===== config.mk =====
export PLATFORM = sky130hd
export DESIGN_NAME = pattern_memory_playback
export DESIGN_NICKNAME = d
export VERILOG_FILES = /design/src/pmp_pkg.sv /design/src/pattern_memory_playback.sv /design/src/pmp_mem.sv /design/src/pmp_sync.sv
export SDC_FILE = /design/constraint.sdc
export NUM_CORES = 2
export LEC_CHECK = 0
export ABC_AREA = 0
export BUFFER_PORTS_ARGS = -buffer_cell sky130_fd_sc_hd__buf_2
export CAP_MARGIN = 25
export CELL_PAD_IN_SITES_DETAIL_PLACEMENT = 1
export CELL_PAD_IN_SITES_GLOBAL_PLACEMENT = 1
export CORE_AREA = 5 5 330 332
export DETAILED_ROUTE_END_ITERATION = 6
export DIE_AREA = 0 0 335 337
export PLACE_DENSITY = 0.87
export SETUP_SLACK_MARGIN = 0.5
export SLEW_MARGIN = 20
export SYNTH_ARGS = -nofsm -noshare
export SYNTH_HDL_FRONTEND = slang
export SYNTH_SLANG_ARGS = --single-unit

===== constraint.sdc =====
create_clock -name sys_clk_i -period 4.4 [get_ports sys_clk_i]
set_input_delay 0.22 -clock sys_clk_i [delete_from_list [all_inputs] [get_ports sys_clk_i]]
set_output_delay 0.22 -clock sys_clk_i [all_outputs]
set_load 0.01 [all_outputs]

===== src/pmp_pkg.sv =====
// Shared constants, field layouts and types of the pattern playback engine.
package pmp_pkg;

  // ****************************************************************
  // Pattern byte layout
  // ****************************************************************
  localparam int unsigned BIT_DATA    = 0;
  localparam int unsigned BIT_RSV1    = 1;
  localparam int unsigned BIT_BURST   = 2;
  localparam int unsigned BIT_RSV3    = 3;
  localparam int unsigned BIT_RSV4    = 4;
  localparam int unsigned BIT_RSV5    = 5;
  localparam int unsigned BIT_EVENT   = 6;
  localparam int unsigned BIT_RESTART = 7;
  localparam int unsigned MIN_FILE_BYTES = 60;

  // ****************************************************************
  // Download limits and error codes
  // ****************************************************************
  localparam int unsigned MAX_TAPS_REAL    = 1024;
  localparam int unsigned MAX_TAPS_COMPLEX = 2048;
  localparam int unsigned SPAN_REALTIME    = 32;
  localparam int unsigned SPAN_CUSTOM      = 512;
  localparam int unsigned SPAN_EQUAL       = 256;
  localparam logic [15:0] ERR_NONE         = 16'h0000;
  localparam logic [15:0] ERR_TOO_MUCH     = 16'hff21; // -223
  localparam logic [15:0] ERR_OUT_OF_MEM   = 16'hfebf; // -321

  // ****************************************************************
  // Register map (word offsets in bytes)
  // ****************************************************************
  localparam logic [7:0] OFS_CTRL    = 8'h00;
  localparam logic [7:0] OFS_STATUS  = 8'h04;
  localparam logic [7:0] OFS_IRQ_ST  = 8'h08;
  localparam logic [7:0] OFS_IRQ_MSK = 8'h0c;
  localparam logic [7:0] OFS_ERROR   = 8'h10;
  localparam logic [7:0] OFS_PDATA   = 8'h14;
  localparam logic [7:0] OFS_PLEN    = 8'h18;
  localparam logic [7:0] OFS_FILT    = 8'h1c;
  localparam logic [7:0] OFS_FREE    = 8'h20;
  localparam logic [7:0] OFS_SLOT    = 8'h24;
  localparam logic [7:0] OFS_FIELD   = 8'h28;
  localparam logic [7:0] OFS_SYMDIV  = 8'h2c;

  // Control register bits.
  localparam int unsigned CTL_RUN     = 0;
  localparam int unsigned CTL_EXTSRC  = 1;
  localparam int unsigned CTL_EXTFRM  = 2;
  localparam int unsigned CTL_DLSTART = 3;
  localparam int unsigned CTL_USRFRM  = 4;

  // Interrupt bits.
  localparam int unsigned IRQ_W       = 4;
  localparam int unsigned IRQ_ERR     = 0;
  localparam int unsigned IRQ_RESTART = 1;
  localparam int unsigned IRQ_FILTBAD = 2;
  localparam int unsigned IRQ_DLDONE  = 3;

  // Filter kinds in the filter descriptor.
  localparam logic [1:0] FK_REALTIME = 2'h0;
  localparam logic [1:0] FK_CUSTOM   = 2'h1;
  localparam logic [1:0] FK_EQUAL    = 2'h2;

  // Register bus request.
  typedef struct packed {
    logic [7:0]  addr;
    logic [31:0] wdata;
    logic        wr;
    logic        rd;
  } bus_req_t;

  // Outputs of one played pattern byte.
  typedef struct packed {
    logic data;
    logic burst;
    logic event_one;
  } play_out_t;

  // Decodes the playable fields of a pattern byte.
  function automatic play_out_t decode_byte(input logic [7:0] b);
    play_out_t p;
    p.burst     = b[BIT_BURST];
    p.data      = b[BIT_DATA] & b[BIT_BURST];
    p.event_one = b[BIT_EVENT];
    return p;
  endfunction : decode_byte

endpackage : pmp_pkg


===== src/pattern_memory_playback.sv =====
// Pattern memory playback engine with downloads, checks and external data.
//
// How it works
// - Bit 0 of each byte is payload; ignored when the burst bit is 0.
// - Bit 2 turns RF on when 1, off when 0.
// - Bit 6 set gives one pulse on the event one output.
// - Bit 7 clear advances address; set marks end and restarts playback.
// - Download beyond pattern memory size is refused with error -223.
// - Framed user data restarts after the last full field of field_bits symbols.
// - Memory holds data and framing; host fills whole timeslots.
// - External serial data with its clock and sync is modulated.
// - External burst input frames external data, or internal framing.
// - Filters over 1024 taps, 2048 complex, are refused with -223.
// - Filter file larger than free storage reports error -321.
// - Filter symbol span over 32, 512 or 256 makes it unselectable.
`timescale 1ns/1ps
module pattern_memory_playback #(
  parameter int unsigned DEPTH = 256,
  parameter int unsigned AW    = 8
) (
  // Clock and reset.
  input  wire logic        sys_clk_i,
  input  wire logic        resetn_i,
  // Register port.
  input  wire logic [7:0]  addr_i,
  input  wire logic [31:0] wdata_i,
  input  wire logic        wr_i,
  input  wire logic        rd_i,
  output logic      [31:0] rdata_o,
  // External real-time data pins.
  input  wire logic        ext_data_i,
  input  wire logic        ext_data_clk_i,
  input  wire logic        ext_symbol_sync_i,
  input  wire logic        external_burst_input_i,
  // Modulator side.
  output logic             mod_data_o,
  output logic             mod_valid_o,
  output logic             rf_on_o,
  output logic             event_one_output_o,
  output logic             filter_ok_o,
  output logic             irq_o
);

  // ****************************************************************
  // Types and state
  // ****************************************************************
  localparam int unsigned IRQ_W_L = pmp_pkg::IRQ_W;

  typedef enum logic [2:0] {
    ST_IDLE = 3'b001,
    ST_LOAD = 3'b010,
    ST_PLAY = 3'b100
  } mode_t;

  typedef struct packed {
    mode_t          mode;
    logic [4:0]     ctrl;
    logic [IRQ_W_L-1:0] irq_st;
    logic [IRQ_W_L-1:0] irq_msk;
    logic [15:0]    err;
    logic [AW:0]    wptr;
    logic [AW:0]    plen;
    logic [AW-1:0]  rptr;
    logic [15:0]    symdiv;
    logic [15:0]    divcnt;
    logic [15:0]    free_bytes;
    logic [15:0]    slot_bits;
    logic [15:0]    field_bits;
    logic [15:0]    bitcnt;
    logic [15:0]    filt_len;
    logic           filt_ok;
    logic           ext_clk_d;
    logic           mod_data;
    logic           mod_valid;
    logic           rf_on;
    logic           event_one;
    logic [31:0]    rdata;
    logic           irq;
  } state_t;

  localparam logic [AW:0] DEPTH_L = (AW+1)'(DEPTH);
  localparam logic [AW:0] MINLEN  = (AW+1)'(pmp_pkg::MIN_FILE_BYTES);

  state_t              st_ff;
  state_t              nxt_st;
  pmp_pkg::bus_req_t   req;
  pmp_pkg::play_out_t  po;
  logic [7:0]          mem_rd;
  logic                mem_we;
  logic [3:0]          pins_s;

  assign req = '{addr: addr_i, wdata: wdata_i, wr: wr_i, rd: rd_i};

  // ****************************************************************
  // Submodules
  // ****************************************************************
  // External pins pass two flip-flops before any logic reads them.
  pmp_sync #(.W(4)) u_sync (
    .sys_clk_i (sys_clk_i),
    .resetn_i  (resetn_i),
    .async_i   ({external_burst_input_i, ext_symbol_sync_i,
                 ext_data_clk_i, ext_data_i}),
    .sync_o    (pins_s)
  );

  // Pattern storage, written by downloads and read by playback.
  pmp_mem #(.DEPTH(DEPTH), .AW(AW)) u_mem (
    .sys_clk_i (sys_clk_i),
    .we_i      (mem_we),
    .waddr_i   (st_ff.wptr[AW-1:0]),
    .wdata_i   (req.wdata[7:0]),
    .raddr_i   (st_ff.rptr),
    .rdata_o   (mem_rd)
  );

  assign mem_we = req.wr && req.addr == pmp_pkg::OFS_PDATA
                  && st_ff.mode == ST_LOAD && st_ff.wptr < DEPTH_L;
  assign po = pmp_pkg::decode_byte(mem_rd);

  // Checks a filter descriptor: taps, complex flag, span and kind.
  function automatic logic filt_fits(input logic [31:0] d);
    logic [15:0] taps;
    logic [9:0]  span;
    logic [15:0] lim;
    taps = d[15:0];
    span = d[25:16];
    lim  = d[28] ? 16'(pmp_pkg::MAX_TAPS_COMPLEX)
                 : 16'(pmp_pkg::MAX_TAPS_REAL);
    filt_fits = taps <= lim;
    case (d[27:26])
      pmp_pkg::FK_REALTIME:
        filt_fits = filt_fits && span <= 10'(pmp_pkg::SPAN_REALTIME);
      pmp_pkg::FK_CUSTOM:
        filt_fits = filt_fits && span <= 10'(pmp_pkg::SPAN_CUSTOM);
      default:
        filt_fits = filt_fits && span <= 10'(pmp_pkg::SPAN_EQUAL);
    endcase
  endfunction : filt_fits

  // ****************************************************************
  // Next state
  // ****************************************************************
  always_comb
  begin
    logic [IRQ_W_L-1:0] ev;
    logic               sym;
    logic               ext_edge;
    logic               lastbit;
    ev       = '0;
    lastbit  = 1'b0;
    nxt_st   = st_ff;
    ext_edge = pins_s[1] && !st_ff.ext_clk_d;
    nxt_st.ext_clk_d = pins_s[1];
    nxt_st.rdata     = '0;
    nxt_st.event_one = 1'b0;
    nxt_st.mod_valid = 1'b0;
    // Symbol rate enable from the divider.
    sym = 1'b0;
    if (st_ff.divcnt >= st_ff.symdiv)
    begin
      nxt_st.divcnt = '0;
      sym = 1'b1;
    end
    else
      nxt_st.divcnt = st_ff.divcnt + 16'h0001;

    // Register writes.
    if (req.wr)
    begin
      case (req.addr)
        pmp_pkg::OFS_CTRL:
        begin
          nxt_st.ctrl = req.wdata[4:0];
          if (req.wdata[pmp_pkg::CTL_DLSTART])
          begin
            nxt_st.mode = ST_LOAD;
            nxt_st.wptr = '0;
            nxt_st.err  = pmp_pkg::ERR_NONE;
          end
        end
        pmp_pkg::OFS_IRQ_MSK: nxt_st.irq_msk = req.wdata[IRQ_W_L-1:0];
        pmp_pkg::OFS_SYMDIV:  nxt_st.symdiv  = req.wdata[15:0];
        pmp_pkg::OFS_FREE:    nxt_st.free_bytes = req.wdata[15:0];
        pmp_pkg::OFS_SLOT:    nxt_st.slot_bits  = req.wdata[15:0];
        pmp_pkg::OFS_FIELD:   nxt_st.field_bits = req.wdata[15:0];
        pmp_pkg::OFS_PDATA:
          if (st_ff.mode == ST_LOAD)
          begin
            if (st_ff.wptr < DEPTH_L)
              nxt_st.wptr = st_ff.wptr + 1'b1;
            else
            begin
              nxt_st.err  = pmp_pkg::ERR_TOO_MUCH;
              nxt_st.mode = ST_IDLE;
              ev[pmp_pkg::IRQ_ERR] = 1'b1;
            end
          end
        pmp_pkg::OFS_PLEN:
          if (st_ff.mode == ST_LOAD)
          begin
            // Closing a download; too short files never play.
            nxt_st.plen = st_ff.wptr;
            nxt_st.rptr = '0;
            nxt_st.mode = (st_ff.wptr >= MINLEN) ? ST_PLAY : ST_IDLE;
            ev[pmp_pkg::IRQ_DLDONE] = 1'b1;
          end
        pmp_pkg::OFS_FILT:
        begin
          nxt_st.filt_len = req.wdata[15:0];
          nxt_st.filt_ok  = filt_fits(req.wdata);
          if (req.wdata[15:0] > (req.wdata[28]
              ? 16'(pmp_pkg::MAX_TAPS_COMPLEX)
              : 16'(pmp_pkg::MAX_TAPS_REAL)))
          begin
            nxt_st.err = pmp_pkg::ERR_TOO_MUCH;
            ev[pmp_pkg::IRQ_ERR] = 1'b1;
          end
          else if (req.wdata[31:29] != 3'h0
                   || {3'h0, req.wdata[15:0], 1'b0} >
                      {3'h0, st_ff.free_bytes, 1'b0})
          begin
            nxt_st.err = pmp_pkg::ERR_OUT_OF_MEM;
            ev[pmp_pkg::IRQ_ERR] = 1'b1;
          end
          if (!filt_fits(req.wdata))
            ev[pmp_pkg::IRQ_FILTBAD] = 1'b1;
        end
        default: ;
      endcase
    end

    // Playback from pattern memory or external pins.
    if (st_ff.ctrl[pmp_pkg::CTL_EXTSRC])
    begin
      // Real-time data sampled on its own clock edge.
      if (ext_edge)
      begin
        nxt_st.mod_data  = pins_s[0];
        nxt_st.mod_valid = 1'b1;
        nxt_st.rf_on     = st_ff.ctrl[pmp_pkg::CTL_EXTFRM]
                           ? pins_s[3] : 1'b1;
        nxt_st.event_one = pins_s[2];
      end
    end
    else if (st_ff.mode == ST_PLAY && st_ff.ctrl[pmp_pkg::CTL_RUN] && sym)
    begin
      nxt_st.mod_data  = po.data;
      nxt_st.mod_valid = po.burst;
      nxt_st.rf_on     = po.burst;
      nxt_st.event_one = po.event_one;
      if (st_ff.ctrl[pmp_pkg::CTL_EXTFRM])
        nxt_st.rf_on = po.burst & pins_s[3];
      // Framed user data restarts after the last whole field (field_bits).
      lastbit = st_ff.ctrl[pmp_pkg::CTL_USRFRM]
                && st_ff.field_bits != 16'h0000
                && st_ff.bitcnt + 16'h0001 >= st_ff.field_bits
                && {16'h0, st_ff.rptr} + 32'h1 +
                   {16'h0, st_ff.field_bits} > {23'h0, st_ff.plen};
      nxt_st.bitcnt = (st_ff.bitcnt + 16'h0001 >= st_ff.field_bits)
                      ? 16'h0000 : st_ff.bitcnt + 16'h0001;
      if (mem_rd[pmp_pkg::BIT_RESTART] || lastbit
          || {1'b0, st_ff.rptr} + 1'b1 >= st_ff.plen)
      begin
        nxt_st.rptr   = '0;
        nxt_st.bitcnt = 16'h0000;
        ev[pmp_pkg::IRQ_RESTART] = 1'b1;
      end
      else
        nxt_st.rptr = st_ff.rptr + 1'b1;
    end
    else if (st_ff.mode != ST_PLAY)
      nxt_st.rf_on = 1'b0;

    // Register reads, answered in the next cycle.
    if (req.rd)
    begin
      case (req.addr)
        pmp_pkg::OFS_CTRL:    nxt_st.rdata = {27'h0, st_ff.ctrl};
        pmp_pkg::OFS_STATUS:  nxt_st.rdata = {14'h0, st_ff.mode,
                                st_ff.filt_ok, 6'h0, st_ff.rptr};
        pmp_pkg::OFS_IRQ_ST:  nxt_st.rdata = 32'(st_ff.irq_st);
        pmp_pkg::OFS_IRQ_MSK: nxt_st.rdata = 32'(st_ff.irq_msk);
        pmp_pkg::OFS_ERROR:   nxt_st.rdata = {16'h0, st_ff.err};
        pmp_pkg::OFS_PLEN:    nxt_st.rdata = 32'(st_ff.plen);
        pmp_pkg::OFS_FILT:    nxt_st.rdata = {16'h0, st_ff.filt_len};
        pmp_pkg::OFS_FREE:    nxt_st.rdata = {16'h0, st_ff.free_bytes};
        pmp_pkg::OFS_SLOT:    nxt_st.rdata = {16'h0, st_ff.slot_bits};
        pmp_pkg::OFS_FIELD:   nxt_st.rdata = {16'h0, st_ff.field_bits};
        pmp_pkg::OFS_SYMDIV:  nxt_st.rdata = {16'h0, st_ff.symdiv};
        default:              nxt_st.rdata = 32'h0;
      endcase
    end

    // Sticky status: a set in the same cycle wins over a clear.
    if (req.wr && req.addr == pmp_pkg::OFS_IRQ_ST)
      nxt_st.irq_st = st_ff.irq_st & ~req.wdata[IRQ_W_L-1:0];
    nxt_st.irq_st = nxt_st.irq_st | ev;
    nxt_st.irq    = |(nxt_st.irq_st & nxt_st.irq_msk);
  end

  // ****************************************************************
  // State register
  // ****************************************************************
  always_ff @(posedge sys_clk_i or negedge resetn_i)
  begin
    if (!resetn_i)
    begin
      st_ff      <= '0;
      st_ff.mode <= ST_IDLE;
    end
    else
      st_ff <= nxt_st;
  end

  assign rdata_o            = st_ff.rdata;
  assign mod_data_o         = st_ff.mod_data;
  assign mod_valid_o        = st_ff.mod_valid;
  assign rf_on_o            = st_ff.rf_on;
  assign event_one_output_o = st_ff.event_one;
  assign filter_ok_o        = st_ff.filt_ok;
  assign irq_o              = st_ff.irq;

  // ****************************************************************
  // Assertions
  // ****************************************************************
  property p_rf_follows_burst;
    @(posedge sys_clk_i) disable iff (!resetn_i)
    (st_ff.mode == ST_PLAY && st_ff.ctrl[2:0] == 3'h1
     && st_ff.divcnt >= st_ff.symdiv && !req.wr)
    |=> (rf_on_o == $past(po.burst));
  endproperty
  a_rf_follows_burst: assert property (p_rf_follows_burst)
    else $error("RF gate does not follow burst bit.");

  property p_event_pulse;
    @(posedge sys_clk_i) disable iff (!resetn_i)
    (st_ff.mode == ST_PLAY && st_ff.ctrl[2:0] == 3'h1
     && st_ff.divcnt >= st_ff.symdiv && po.event_one)
    |=> event_one_output_o ##1 !event_one_output_o;
  endproperty
  a_event_pulse: assert property (p_event_pulse)
    else $error("Event output is not a single pulse.");

  property p_restart_zero;
    @(posedge sys_clk_i) disable iff (!resetn_i)
    (st_ff.mode == ST_PLAY && st_ff.ctrl[2:0] == 3'h1
     && st_ff.divcnt >= st_ff.symdiv && mem_rd[7] && !req.wr)
    |=> (st_ff.rptr == '0);
  endproperty
  a_restart_zero: assert property (p_restart_zero)
    else $error("Playback did not restart at address zero.");

  property p_overflow_err;
    @(posedge sys_clk_i) disable iff (!resetn_i)
    (req.wr && req.addr == pmp_pkg::OFS_PDATA && st_ff.mode == ST_LOAD
     && st_ff.wptr >= DEPTH_L) |=> (st_ff.err == pmp_pkg::ERR_TOO_MUCH);
  endproperty
  a_overflow_err: assert property (p_overflow_err)
    else $error("Oversize download not reported.");

  property p_filt_no_mem;
    @(posedge sys_clk_i) disable iff (!resetn_i)
    (req.wr && req.addr == pmp_pkg::OFS_FILT && req.wdata[31:29] != 3'h0
     && req.wdata[15:0] <= 16'(pmp_pkg::MAX_TAPS_REAL))
    |=> (st_ff.err == pmp_pkg::ERR_OUT_OF_MEM);
  endproperty
  a_filt_no_mem: assert property (p_filt_no_mem)
    else $error("Filter without room not reported.");

  property p_ext_symbol;
    @(posedge sys_clk_i) disable iff (!resetn_i)
    (st_ff.ctrl[pmp_pkg::CTL_EXTSRC] && pins_s[1] && !st_ff.ext_clk_d)
    |=> (mod_valid_o && mod_data_o == $past(pins_s[0]));
  endproperty
  a_ext_symbol: assert property (p_ext_symbol)
    else $error("External data bit not delivered.");

endmodule : pattern_memory_playback


===== src/pmp_mem.sv =====
// Flip-flop pattern memory with one write and one read port.
`timescale 1ns/1ps
module pmp_mem #(
  parameter int unsigned DEPTH = 256,
  parameter int unsigned AW    = 8
) (
  // Clock.
  input  wire logic          sys_clk_i,
  // Write port.
  input  wire logic          we_i,
  input  wire logic [AW-1:0] waddr_i,
  input  wire logic [7:0]    wdata_i,
  // Read port.
  input  wire logic [AW-1:0] raddr_i,
  output logic      [7:0]    rdata_o
);

  logic [7:0] mem_ff [DEPTH];

  // Storage carries no reset; playback only reads written bytes.
  always_ff @(posedge sys_clk_i)
  begin
    if (we_i)
      mem_ff[waddr_i] <= wdata_i;
  end

  assign rdata_o = mem_ff[raddr_i];

endmodule : pmp_mem


===== src/pmp_sync.sv =====
// Two flip-flop synchroniser for asynchronous pin inputs.
`timescale 1ns/1ps
module pmp_sync #(
  parameter int unsigned W = 1
) (
  // Clock and reset.
  input  wire logic         sys_clk_i,
  input  wire logic         resetn_i,
  // Data.
  input  wire logic [W-1:0] async_i,
  output logic      [W-1:0] sync_o
);

  typedef struct packed {
    logic [W-1:0] meta;
    logic [W-1:0] sync;
  } sync_state_t;

  sync_state_t state_ff;
  sync_state_t nxt_state;

  // The first stage is read only by the second stage.
  always_comb
  begin
    nxt_state.meta = async_i;
    nxt_state.sync = state_ff.meta;
  end

  // Registers both stages.
  always_ff @(posedge sys_clk_i or negedge resetn_i)
  begin
    if (!resetn_i)
      state_ff <= '0;
    else
      state_ff <= nxt_state;
  end

  assign sync_o = state_ff.sync;

endmodule : pmp_sync

==> results.json <==
{
  "status": "finished clean",
  "place_congestion": 0.871,
  "cts_tree": "yes",
  "grt_max_degree": 170,
  "syn_area_um2": 51300,
  "pre_cts_ws_ns": 0.119,
  "peakVddDrop_v": 0.000377,
  "syn_to_final_growth_pct": 13.5,
  "dp_hpwl_um": 90700,
  "fin_tns_setup_ns": 0,
  "relSlewSlack_pct": 27.5,
  "die-area_um2": 113000,
  "globalRouteMet3Util_pct": 5.91,
  "drtIter0Drc": 4217,
  "p_leak_nw": 20.0,
  "worstSetupEndpointType": "flip-flop",
  "portBuffers": 71,
  "cp.arrival_ns": 4.73,
  "grt_use_met1_pct": 34.7,
  "rows": 120,
  "synth_top_area_share_pct": 59.9,
  "routed_wl_um": 159000,
  "fin_worst_skew_ns": 0.0459,
  "cp_top_family": "compound AO/OA/AOI/OAI gates",
  "num-nets-final": 3348,
  "hp-class": "in -> reg",
  "crit_path_start_kind": "flip-flop",
  "finalSetupViolCount": 0,
  "cts_sinks": 1214,
  "grt_pass1_vias": 32806,
  "crit_fanout": 13,
  "cts-root-buf": "clkbuf_16",
  "slew_violations": 0,
  "setup_slack_ns": 0.304,
  "path_buf_inv": 4,
  "tightest_slew_ns": 1.08,
  "vias": 31521,
  "grt.total_usage_pct": 27.9,
  "fin_crit_ns": 4.10,
  "use_met2_pct": 46.2,
  "die_h_um": 337,
  "ys.flop_type": "edfxtp_1",
  "drtAntennaViolNets": 0,
  "clk_pin_slew_ns": 0.06,
  "grt-ovfl-total": 0,
  "vias_per_cell": 6.68,
  "cp_data_required_time_ns": 5.04,
  "grt_pass1_wl_um": 232000,
  "core_um2": 106000,
  "cellPowerDensity_nw_per_um2": 442,
  "netlist_top_cells_count": "edfxtp_1, nor2_1, mux4_2",
  "start_util_pct": 48.4,
  "synth_top_area_cell": "edfxtp_1",
  "async_reset_ff_share_pct": 15.7,
  "gr-max-usage-layer": "met2",
  "fmax_mhz": 244,
  "synth_edf_count": 1024,
  "die_w_um": 335,
  "remaining_drc_errors": 0,
  "crit_chain": "buf_16 -> buf_6 -> mux4_2 -> a22oi_1 -> a21oi_1 -> a2111oi_2 -> nand2_1 -> a32oi_2 -> o211ai_1 -> buf_4 -> buf_4 -> o211ai_1",
  "first_pass_iters": 6,
  "ys_seq_area_share_pct": 69.2,
  "postSynthCellCount": 3051,
  "ios": 86,
  "drive_above_1_share_pct": 24.4,
  "path_class": "reg -> reg",
  "rsz0062_at_grt": "yes",
  "synthTopCellsByArea": "edfxtp_1, mux4_2, dfrtp_1, nor2_1, ha_1",
  "synth_warnings": 0,
  "syn_area_per_cell_um2": 16.8,
  "slowest_delay_ns": 0.61,
  "post_drt_wl_per_cell_um": 33.8,
  "yosysMostFrequentCell": "edfxtp_1",
  "ys_types": 73,
  "synth_seq_cells": 1214,
  "clock_path_buffers": 3,
  "hold_violations": 0,
  "critPathSlowestCell": "a2111oi_2",
  "antennaDiodeCount": 0,
  "period_share_pct": 93.1,
  "maxCapViolations": 0,
  "cts_buffers": 119,
  "antenna_found_initial": 1,
  "clk_latency_ns": 0.75,
  "htreeDepth": 3
}
==> path summary, 6_finish.rpt <==
kind | from | to | slack [ns] | cells after the start
max | st_ff[151] | st_ff[156] | 0.30 | 12
min | addr_i[2] | st_ff[169] | 0.05 | 4
max reg2reg | st_ff[151] | st_ff[156] | 0.30 | 12
min reg2reg | u_sync.nxt_state[1] | u_sync.sync_o[1] | 0.35 | 0
max in group asynchronous | resetn_i | st_ff[152] | 2.97 | 3
min in group asynchronous | resetn_i | st_ff[54] | 0.21 | 2
==> cell type report <==
cell class	instances	area, um2
Clock buffer	155	3260
Clock inverter	64	777
Fill cell	9665	47700
Inverter	101	385
Multi-Input combinational cell	1552	14700
Sequential cell	1214	35500
Tap cell	1403	1760
Timing Repair Buffer	228	1880
==> worst register-to-register path, cell delays in order (launching register included) <==
cell and delay (ns):
dfrtp_4 0.50, buf_16 0.22, buf_6 0.28, mux4_2 0.54, a22oi_1 0.25, a21oi_1 0.18
a2111oi_2 0.61, nand2_1 0.24, a32oi_2 0.39, o211ai_1 0.17, buf_4 0.20, buf_4 0.16
o211ai_1 0.23
==> power breakdown <==
group / internal [W] / switching, W / total, W
Combinational: 0.000942 / 0.00140 / 0.00235
Sequential: 0.0126 / 0.0000972 / 0.0126
Clock: 0.00612 / 0.00464 / 0.0108
==> flip-flops by register name, indices dropped and copies added, names as in the netlist <==
name,count
u_mem.mem_ff,1024
st_ff,158
rdata_o,18
u_sync.nxt_state,4
u_sync.sync_o,4
event_one_output_o,1
filter_ok_o,1
irq_o,1
mod_data_o,1
mod_valid_o,1
rf_on_o,1
==> per-stage QoR <==
stage | utilization (%) | instance area (um2) | power (W) | hold slack [ns] | cells
after global routing | 55.0 | 58300 | 0.0265 | 0.0723 | 4717
after detailed placement | 50.6 | 53700 | 0.0150 | 0.331 | 4454
after global placement | 50.6 | 53700 | 0.0149 | 0.333 | 4453
final | 55.0 | 58300 | 0.0258 | 0.0459 | 4717
after floorplan | - | 51500 | 0.0142 | -0.0756 | 3064
after CTS | 54.8 | 58100 | 0.0257 | 0.00809 | 4707
==> cells by family (layout without fill, tap and decap cells) <==
kind of cell	Yosys count	after routing	synth area share (%)
simple gates	648	648	5.55
other cells	1	14	0.00730
buf+inv	298	548	2.62
compound gates	356	356	5.10
mux	407	407	14.8
fa+ha+maj	84	84	2.06
flops	1214	1214	69.2
xor+xnor	43	43	0.734
==> cell usage in the layout, fill, tap and decap left out, types with 82 or more instances in the layout <==
master and n:
clkbuf_16 123, ha_1 82, mux4_2 272, mux2_2 88, nor2_1 330, buf_4 113, dfrtp_1 184, inv_1 98
edfxtp_1 1024, nand2_1 122
==> repair_timing <==
item,in CTS,in global routing
setup endpoints to repair,28,28
resized for setup,13,10
hold buffers,26,0
endpoints found under the hold margin,224,0
cloned,1,1
buffers inserted,7,5
pin swaps,3,5
==> layer usage <==
metal	wire (um)	up-vias
met4	10700	0
met1	55200	16358
met2	77800	2302
met5	0	-
li1	-	12268
met3	15600	593
(Power assumes the default switching activity.)
